[src/common/tpb0_pkg.sv]
package tpb0_pkg;

  // channel operating mode, static configuration from the channel core
  typedef enum logic [1:0] {
    MODE_NIBBLE,
    MODE_SERIAL,
    MODE_ATM,
    MODE_PACKET
  } tpb0_mode_e;

  // kind of word pushed into the data fifo
  typedef enum logic [1:0] {
    KIND_NIBBLE,
    KIND_FLOW,
    KIND_PACKET,
    KIND_NONE
  } tpb0_kind_e;

  localparam int unsigned WORD_W          = 8;
  localparam int unsigned NIBBLE_W        = 4;
  localparam int unsigned FLOW_BITS       = 4;
  localparam int unsigned UPPER_W         = 7;
  localparam int unsigned FIFO_DEPTH      = 4;
  localparam int unsigned SYNC_LAT        = 2;
  localparam int unsigned HALF_PERIOD_CYC = 2;
  localparam int unsigned NIBBLES_PER_FRM = 16;

endpackage

[src/hdl/tpb0_port.sv]
`timescale 1ns/10ps

module tpb0_fifo #(
  parameter int unsigned WIDTH = 8,
  parameter int unsigned DEPTH = 4
) (
  input  wire logic             clk,
  input  wire logic             rst_n,
  input  wire logic             in_valid,
  output logic                  in_ready,
  input  wire logic [WIDTH-1:0] in_data,
  output logic                  out_valid,
  input  wire logic             out_ready,
  output logic      [WIDTH-1:0] out_data
);
  localparam int unsigned AW = (DEPTH > 1) ? $clog2(DEPTH) : 1;

  logic [WIDTH-1:0] mem_r [DEPTH];
  logic [AW-1:0]    wr_r;
  logic [AW-1:0]    wr_nxt;
  logic [AW-1:0]    rd_r;
  logic [AW-1:0]    rd_nxt;
  logic [AW:0]      cnt_r;
  logic [AW:0]      cnt_nxt;
  logic             push;
  logic             pop;

  function automatic logic [AW-1:0] inc_ptr(input logic [AW-1:0] p);
    inc_ptr = (p == AW'(DEPTH - 1)) ? '0 : p + 1'b1;
  endfunction

  assign in_ready  = (cnt_r != (AW+1)'(DEPTH));
  assign out_valid = (cnt_r != '0);
  assign out_data  = mem_r[rd_r];
  assign push      = in_valid && in_ready;
  assign pop       = out_valid && out_ready;

  always_comb
  begin
    wr_nxt  = push ? inc_ptr(wr_r) : wr_r;
    rd_nxt  = pop ? inc_ptr(rd_r) : rd_r;
    cnt_nxt = cnt_r;
    if (push && !pop)
    begin
      cnt_nxt = cnt_r + 1'b1;
    end
    else if (pop && !push)
    begin
      cnt_nxt = cnt_r - 1'b1;
    end
  end

  always_ff @(posedge clk or negedge rst_n)
  begin
    if (!rst_n)
    begin
      wr_r  <= '0;
      rd_r  <= '0;
      cnt_r <= '0;
    end
    else
    begin
      wr_r  <= wr_nxt;
      rd_r  <= rd_nxt;
      cnt_r <= cnt_nxt;
    end
  end

  // storage has no reset; valid words are tracked by the count
  always_ff @(posedge clk)
  begin
    if (push)
    begin
      mem_r[wr_r] <= in_data;
    end
  end
endmodule

module tpb0_port #(
  parameter int unsigned HALF_CYC   = tpb0_pkg::HALF_PERIOD_CYC,
  parameter int unsigned FRM_NIBS   = tpb0_pkg::NIBBLES_PER_FRM,
  parameter int unsigned FIFO_DEPTH = tpb0_pkg::FIFO_DEPTH
) (
  input  wire logic                                 MCLK,
  input  wire logic                                 RST_N,
  input  wire tpb0_pkg::tpb0_mode_e                 MODE,
  input  wire logic                                 TX_DATA_BIT0,
  input  wire logic [tpb0_pkg::UPPER_W-1:0]         TX_DATA_UPPER,
  output logic                                      PAYLOAD_NIBBLE_CLOCK,
  output logic                                      FLOW_FIELD_BIT_CLOCK,
  output logic                                      FLOW_FIELD_MSB_MARKER,
  output logic                                      PACKET_BYTE_CLOCK,
  output logic                                      NIBBLE_FRAME_BOUNDARY_PULSE,
  output logic                                      WORD_VALID,
  input  wire logic                                 WORD_READY,
  output logic [tpb0_pkg::WORD_W-1:0]               WORD_DATA,
  output tpb0_pkg::tpb0_kind_e                      WORD_KIND
);
  localparam int unsigned WORD_W = tpb0_pkg::WORD_W;
  localparam int unsigned FW     = WORD_W + 2;
  localparam int unsigned HW     = $clog2(HALF_CYC + 1);
  localparam int unsigned NW     = $clog2(FRM_NIBS + 1);

  logic [WORD_W-1:0]      sync1_r;
  logic [WORD_W-1:0]      sync2_r;
  logic [HW-1:0]          div_r;
  logic [HW-1:0]          div_nxt;
  logic                   lclk_r;
  logic                   lclk_nxt;
  logic [tpb0_pkg::SYNC_LAT-1:0] rise_r;
  logic [tpb0_pkg::SYNC_LAT-1:0] rise_nxt;
  logic [tpb0_pkg::SYNC_LAT-1:0] fall_r;
  logic [tpb0_pkg::SYNC_LAT-1:0] fall_nxt;
  logic [NW-1:0]          nib_cnt_r;
  logic [NW-1:0]          nib_cnt_nxt;
  logic [1:0]             bit_cnt_r;
  logic [1:0]             bit_cnt_nxt;
  logic [tpb0_pkg::FLOW_BITS-1:0] flow_r;
  logic [tpb0_pkg::FLOW_BITS-1:0] flow_nxt;
  logic                   bound_r;
  logic                   bound_nxt;
  logic                   marker_r;
  logic                   marker_nxt;
  tpb0_pkg::tpb0_mode_e   mode_r;
  logic                   push;
  logic [FW-1:0]          push_word;
  logic                   fifo_ready;
  logic [FW-1:0]          pop_word;
  logic                   run;
  logic                   fall_now;
  logic                   rise_now;

  // two flip-flops on every pin input from the terminal equipment
  always_ff @(posedge MCLK or negedge RST_N)
  begin
    if (!RST_N)
    begin
      sync1_r <= '0;
      sync2_r <= '0;
    end
    else
    begin
      sync1_r <= {TX_DATA_UPPER, TX_DATA_BIT0};
      sync2_r <= sync1_r;
    end
  end

  // link clock divider; halts while fifo is full or a sample is in flight
  assign run      = (MODE != tpb0_pkg::MODE_SERIAL) && (MODE == mode_r) && fifo_ready
                    && (rise_r == '0) && (fall_r == '0);
  assign rise_now = rise_r[tpb0_pkg::SYNC_LAT-1];
  assign fall_now = fall_r[tpb0_pkg::SYNC_LAT-1];

  always_comb
  begin
    div_nxt   = div_r;
    lclk_nxt  = lclk_r;
    rise_nxt  = {rise_r[tpb0_pkg::SYNC_LAT-2:0], 1'b0};
    fall_nxt  = {fall_r[tpb0_pkg::SYNC_LAT-2:0], 1'b0};
    if (MODE != mode_r || MODE == tpb0_pkg::MODE_SERIAL)
    begin
      div_nxt  = '0;
      lclk_nxt = 1'b0;
      rise_nxt = '0;
      fall_nxt = '0;
    end
    else if (run)
    begin
      if (div_r == HW'(HALF_CYC - 1))
      begin
        div_nxt     = '0;
        lclk_nxt    = !lclk_r;
        rise_nxt[0] = !lclk_r;
        fall_nxt[0] = lclk_r;
      end
      else
      begin
        div_nxt = div_r + 1'b1;
      end
    end
  end

  always_ff @(posedge MCLK or negedge RST_N)
  begin
    if (!RST_N)
    begin
      div_r  <= '0;
      lclk_r <= 1'b0;
      rise_r <= '0;
      fall_r <= '0;
      mode_r <= tpb0_pkg::MODE_SERIAL;
    end
    else
    begin
      div_r  <= div_nxt;
      lclk_r <= lclk_nxt;
      rise_r <= rise_nxt;
      fall_r <= fall_nxt;
      mode_r <= MODE;
    end
  end

  // only the clock of the selected function runs
  assign PAYLOAD_NIBBLE_CLOCK = lclk_r && (mode_r == tpb0_pkg::MODE_NIBBLE);
  assign FLOW_FIELD_BIT_CLOCK = lclk_r && (mode_r == tpb0_pkg::MODE_ATM);
  assign PACKET_BYTE_CLOCK    = lclk_r && (mode_r == tpb0_pkg::MODE_PACKET);

  // capture, framing and flow-field assembly
  always_comb
  begin
    nib_cnt_nxt = nib_cnt_r;
    bit_cnt_nxt = bit_cnt_r;
    flow_nxt    = flow_r;
    push        = 1'b0;
    push_word   = {tpb0_pkg::KIND_NONE, {WORD_W{1'b0}}};
    if (MODE != mode_r)
    begin
      nib_cnt_nxt = '0;
      bit_cnt_nxt = '0;
    end
    else
    begin
      case (mode_r)
        tpb0_pkg::MODE_NIBBLE:
        begin
          if (fall_now)
          begin
            push        = 1'b1;
            push_word   = {tpb0_pkg::KIND_NIBBLE, 4'h0, sync2_r[tpb0_pkg::NIBBLE_W-1:0]};
            nib_cnt_nxt = (nib_cnt_r == NW'(FRM_NIBS - 1)) ? '0 : nib_cnt_r + 1'b1;
          end
        end
        tpb0_pkg::MODE_ATM:
        begin
          if (rise_now)
          begin
            flow_nxt    = {flow_r[tpb0_pkg::FLOW_BITS-2:0], sync2_r[0]};
            bit_cnt_nxt = bit_cnt_r + 1'b1;
            if (bit_cnt_r == 2'(tpb0_pkg::FLOW_BITS - 1))
            begin
              push      = 1'b1;
              push_word = {tpb0_pkg::KIND_FLOW, 4'h0, flow_r[tpb0_pkg::FLOW_BITS-2:0], sync2_r[0]};
            end
          end
        end
        tpb0_pkg::MODE_PACKET:
        begin
          if (rise_now)
          begin
            push      = 1'b1;
            push_word = {tpb0_pkg::KIND_PACKET, sync2_r};
          end
        end
        default:
        begin
          push = 1'b0;
        end
      endcase
    end
    bound_nxt  = (mode_r == tpb0_pkg::MODE_NIBBLE) && (MODE == mode_r)
                 && (nib_cnt_nxt == NW'(FRM_NIBS - 1));
    marker_nxt = (mode_r == tpb0_pkg::MODE_ATM) && (MODE == mode_r) && (bit_cnt_nxt == '0);
  end

  always_ff @(posedge MCLK or negedge RST_N)
  begin
    if (!RST_N)
    begin
      nib_cnt_r <= '0;
      bit_cnt_r <= '0;
      flow_r    <= '0;
      bound_r   <= 1'b0;
      marker_r  <= 1'b0;
    end
    else
    begin
      nib_cnt_r <= nib_cnt_nxt;
      bit_cnt_r <= bit_cnt_nxt;
      flow_r    <= flow_nxt;
      bound_r   <= bound_nxt;
      marker_r  <= marker_nxt;
    end
  end

  assign NIBBLE_FRAME_BOUNDARY_PULSE = bound_r;
  assign FLOW_FIELD_MSB_MARKER       = marker_r;

  tpb0_fifo #(
    .WIDTH (FW),
    .DEPTH (FIFO_DEPTH)
  ) u_fifo (
    .clk       (MCLK),
    .rst_n     (RST_N),
    .in_valid  (push),
    .in_ready  (fifo_ready),
    .in_data   (push_word),
    .out_valid (WORD_VALID),
    .out_ready (WORD_READY),
    .out_data  (pop_word)
  );

  assign WORD_DATA = pop_word[WORD_W-1:0];
  assign WORD_KIND = tpb0_pkg::tpb0_kind_e'(pop_word[FW-1:WORD_W]);
endmodule

[config.mk]
export PLATFORM = sky130hd
export DESIGN_NAME = tpb0_port
export DESIGN_NICKNAME = d
export VERILOG_FILES = /design/src/common/tpb0_pkg.sv /design/src/hdl/tpb0_port.sv
export SDC_FILE = /design/constraint.sdc
export NUM_CORES = 1
export LEC_CHECK = 0
export BUFFER_PORTS_ARGS = -buffer_cell sky130_fd_sc_hd__buf_2
export CAP_MARGIN = 10
export CORE_ASPECT_RATIO = 1.4
export CORE_MARGIN = 5
export CORE_UTILIZATION = 55
export DETAILED_ROUTE_END_ITERATION = 10
export PLACE_DENSITY = 0.74
export SKIP_CTS_REPAIR_TIMING = 1
export SYNTH_ARGS = -nofsm -noshare
export SYNTH_HDL_FRONTEND = slang
export SYNTH_HIERARCHICAL = 1
export SYNTH_SLANG_ARGS = --single-unit
export TNS_END_PERCENT = 20
[constraint.sdc]
create_clock -name MCLK -period 4.65 [get_ports MCLK]
set_input_delay 0.93 -clock MCLK [delete_from_list [all_inputs] [get_ports MCLK]]
set_output_delay 0.93 -clock MCLK [all_outputs]
set_load 0.01 [all_outputs]
======== Yosys cells after proc, flatten, opt, wreduce, memory -nomap -nowiden ========
Memory sizes are Yosys's and may differ from the RTL's.
Cells that the tools add are included.
word-level totals
  register bits ........................... 44
  bits in writable memories ............... 40
  bits of input ports ..................... 13
  output and inout port bits .............. 16
  logic and storage cells ................. 105
  memories kept ........................... 1
memories
  memory        words  bits a word  rd ports  clocked after Yosys merged registers in  wr ports  RTL line         text
  u_fifo.mem_r  4      10           1         0                                        1         tpb0_port.sv:18  logic [WIDTH-1:0] mem_r [DEPTH];
cells by class
  add/subtract/negate cells ............... 7
  equality and inequality tests ........... 13
  multiplexer cells ....................... 39
  bitwise operators ....................... 1
  reductions and logical operators ........ 29
operators by type and width
  operator               number
  $mux W10               4
  $pmux W10 S3           1
  $mux W5                4
  $mux W1                18
  $mux W2                8
  $logic_and A1 B1 Y1    15
  $eq A2 B2 Y1 const B   5
  $eq A5 B4 Y1 const B   2
  $mux W9                1
  $add A2 B1 Y2 const B  4
  $logic_not A2 Y1       4
  $mux W3                2
  $reduce_bool A2 Y1     3
  $add A5 B1 Y5 const B  1
  $eq A2 B1 Y1 const B   2
  $add A3 B1 Y3 const B  1
  $logic_not A1 Y1       3
  $ne A3 B3 Y1 const B   1
  $pmux W1 S3            1
  $reduce_and A3 Y1      1
  $reduce_bool A3 Y1     1
  $sub A3 B1 Y3 const B  1
  $eq A2 B2 Y1           1
  $ne A2 B1 Y1 const B   1
  other kinds (4)        4

======== Depth between registers and ports, before layout ========
  word-level depth ........................ 10
  depth in mapped cells ................... 12

======== Cells and area by module ========
The synthesis kept the hierarchy.
modules (own cells, without submodules)
  module     times used  cells each  area an instance (sq um)
  tpb0_fifo  1           88          1879.3
  tpb0_port  1           131         1510.2

======== Worst setup path after synthesis ========
Ideal clock, no wire load.
  kind .................................... input -> register
  start point ............................. input MODE[1]
  end point ............................... register u_fifo.cnt_r[2]
  library setup time ...................... 79 ps
  arrival time ............................ 2689 ps
  setup slack ............................. 1882 ps
  cell stages on the path ................. 10
  path buffers ............................ 0
  cells stage by stage .................... xor2_1 o31a_1 o21ba_2 and2_4 ha_1 inv_1 fa_1 xor2_1 nor2_1 xor2_1
between the ends
  cells in the longest elaborated chain, start to end .. 6
  elaborated cells on any way between the ends .. 8
  classes of those cells .................. eq/ne (1); mux (2); reduce/logical (5)
ends and longest elaborated chain
  item                                 RTL line          text
  start: declaration                   tpb0_port.sv:86   input wire tpb0_pkg::tpb0_mode_e MODE,
  $ne A2 B2 Y1 (*)                     tpb0_port.sv:216  if (MODE != mode_r)
  $mux W1 (*)                          tpb0_port.sv:216
  named net push                       tpb0_port.sv:125  logic push;
  $logic_and A1 B1 Y1 (*)              tpb0_port.sv:35   assign push = in_valid && in_ready;
  named net u_fifo.push                tpb0_port.sv:25   logic push;
  $logic_not A1 Y1                     tpb0_port.sv:47   else if (pop && !push)
  $logic_and A1 B1 Y1                  tpb0_port.sv:47
  $reduce_bool A2 Y1 (no source line)  --
  end signal: assignment               tpb0_port.sv:65   cnt_r <= cnt_nxt;
  end: declaration                     tpb0_port.sv:23   logic [AW:0] cnt_r;
Mark *: on every way through the listed nets, which the timed path passes. The rest lies on a longest branch.
A chain may end at the register's enable or synchronous reset.

======== Worst setup path after layout ========
Same ends and word-level chain as after synthesis.

==> out/qor.yml <==
synth_seq_cells: 84
cap_violations: 0
multi_input_area_um2: 1020
diodes: 0
min-delay-path-class: "reg -> reg"
min_period_ns: 2.88
netlist-cell-type-count: 45
syn_area_per_cell_um2: 15.5
rsz0062_at_grt: "no"
htreeDepth: 3
ys.flop_type: "dfrtp_1"
netlist_instances: 219
fmax_mhz: 347
synthesis.area_um2: 3390
status: "finished clean"
preCtsSetupSlack_ns: 1.41
vias_per_cell: 5.53
ios: 29
clock_latency_ns: 0.33
drtIter0Drc: 81
postRouteWirelength_um: 5330
clock_skew_ns: 0.00791
final_nets: 272
worst_slack_ns: 1.77
crit_path_end_kind: "flip-flop"
slew_headroom_pct: 35.8
cts_tree: "done"
core_area_um2: 5950
num_rows: 33
ant_nets: 0
synth_nets: 241
gp_congestion: 0.771
portBuffers: 28
crit_fanout: 11
async_flop_share_pct: 52.4
die_area_um2: 7850
clk_pin_slew_ns: 0.07
cts_buffer_depth: 2
maxSlewViolCount: 0
register_area_um2: 2300
hpwlAfterDp_um: 3630
setup.worst_path.start_class: "input port"
grt_pass1_wl_um: 9140
cts-root-buf: "clkbuf_8"
final_cell_area_um2: 3790
antenna_found_initial: 0
syn2layout_area_growth_pct: 11.8
worstPathArrival_ns: 3.14
dieHeight_um: 103
powerDensity_nw_per_um2: 440
cts_made_buffers: 9
yosysWarnings: 6
worstMarginPinSlew_ns: 0.962
dieWidth_um: 76.3
grt_pass1_vias: 1884
crit_required_ns: 4.91
fin_util_pct: 63.7
drc: 0
irDropWorstVdd_mv: 0.409
placed_cell_area_um2: 3570
synth_seq_area_share_pct: 68.0
layout-drive-gt1-share_pct: 27.8
grt_usage_pct: 15.2
wl_per_cell_um: 16.4
drt_first_pass_iters: 4
finalCritPeriodShare_pct: 61.9
initial_utilization_pct: 57.0
cts.sinks: 84
path_class: "in -> reg"
fill_cells: 454
leakage_nw: 1.54
setup_viol: 0
grt_overflow: 0
fin_tns_setup_ns: 0
hold_viol_final: 0
vias: 1796
synth-edff-count: 40
grt_max_degree: 45
==> report_power, final <==
| group | switching [W] | internal [W] | total, W |
|---|---|---|---|
| Clock | 0.000235 | 0.000318 | 0.000553 |
| Sequential | 0.0000716 | 0.000806 | 0.000878 |
| Combinational | 0.0000923 | 0.000144 | 0.000236 |
==> metal layers <==
layer	global-route usage, %	part of all wire [%]	vias up	wire [um]
met5	0	0	-	0
met1	19.2	43	887	2270
met3	2.53	4.0	9	214
met4	8.34	2.2	0	115
met2	25.2	51	39	2720
li1	-	-	861	-
==> critical path, stage by stage <==
cell and delay [ns]:
buf_2 0.12, xor2_1 0.16, o31a_1 0.40, o21ba_2 0.34
and2_4 0.17, ha_1 0.18, inv_1 0.06, fa_1 0.37
xor2_1 0.15, nor2_1 0.11, xor2_1 0.15
==> cell usage after synthesis, types with 2 or more instances <==
library cell / count / area (um2)
a21oi_1: 3 / 15.0
ha_1: 8 / 100
o21ai_0: 4 / 20.0
nand2_1: 10 / 37.5
inv_1: 6 / 22.5
dfrtp_1: 43 / 1080
buf_6: 2 / 22.5
nand3_1: 5 / 25.0
buf_2: 2 / 10.0
and2_1: 5 / 31.3
xnor2_1: 3 / 26.3
nor2b_1: 2 / 12.5
and3_2: 5 / 37.5
nor3b_1: 2 / 15.0
xor2_1: 7 / 61.3
a22oi_1: 4 / 30.0
nor4_1: 4 / 25.0
mux2_2: 6 / 67.6
mux4_2: 10 / 225
nand2b_1: 2 / 12.5
mux2_4: 2 / 30.0
clkbuf_1: 4 / 15.0
edfxtp_1: 40 / 1200
nor2_1: 19 / 71.3
==> through the flow <==
| stage | power, W | std cells | hold slack, ns |
|---|---|---|---|
| after global routing | 0.00175 | 325 | 0.356 |
| final | 0.00167 | 325 | 0.349 |
| after CTS | 0.00169 | 325 | 0.352 |
| after floorplan | 0.00106 | 219 | 0.331 |
| after detailed placement | 0.00114 | 309 | 0.335 |
| after global placement | 0.00113 | 309 | 0.333 |
==> final cells by class <==
cell class                 count  area share [%]
sequential                    84            60.8
multi-input combinational    121            26.8
inverter                       6           0.594
clock inverter                 4            1.95
timing repair buffer          28            3.70
clock buffer                  12            3.83
tap                           70            2.31
==> flip-flops by register name, indices dropped and copies added, names as in the netlist <==
register / flops
u_fifo/cnt_r: 3
nib_cnt_r: 5
u_fifo/rd_r: 2
u_fifo/wr_r: 2
sync2_r: 8
FLOW_FIELD_MSB_MARKER: 1
sync1_r: 8
bit_cnt_r: 2
mode_r: 2
flow_r: 3
div_r: 2
lclk_r: 1
u_fifo/mem_r: 40
rise_r: 2
fall_r: 2
NIBBLE_FRAME_BOUNDARY_PULSE: 1
==> worst paths after layout <==
| check | startpoint | end | slack, ns | cells past startpoint |
|---|---|---|---|---|
| min reg2reg | sync1_r[3] | sync2_r[3] | 0.35 | 0 |
| max reg2reg | mode_r[1] | u_fifo/cnt_r[2] | 1.96 | 10 |
| max in group asynchronous | RST_N | sync1_r[4] | 3.30 | 1 |
| min in group asynchronous | RST_N | FLOW_FIELD_MSB_MARKER | 0.74 | 1 |
| max | MODE[1] | u_fifo/cnt_r[2] | 1.77 | 11 |
| min | sync1_r[3] | sync2_r[3] | 0.35 | 0 |
==> layout by cell type (no fill, tap or decap), types with 2 or more instances in the layout <==
master / n
inv_1: 6
nor4_1: 4
nand2b_1: 2
ha_1: 8
a21oi_1: 3
mux2_4: 2
buf_2: 28
nand3_1: 5
nand2_1: 10
a22oi_1: 4
xnor2_1: 3
o21ai_0: 4
bufinv_16: 2
nor3b_1: 2
xor2_1: 7
and3_2: 5
clkbuf_8: 10
and2_1: 5
dfrtp_1: 43
edfxtp_1: 40
nor2_1: 19
clkbuf_1: 2
mux2_2: 6
nor2b_1: 2
mux4_2: 10
==> logic make-up (layout without fill, tap and decap cells) <==
group                    Yosys count  count (layout)  share of synthesized area, %
AND/OR/NAND/NOR                   66              66                          10.7
XOR/XNOR                          10              10                          2.58
AO/OA/AOI/OAI                     17              17                          3.36
multiplexers                      19              19                          9.82
buffers and inverters             14              50                          2.07
flip-flops                        84              84                          68.0
adder cells (fa/ha/maj)            9               9                          3.54
Power figures use the tool's default switching activity.
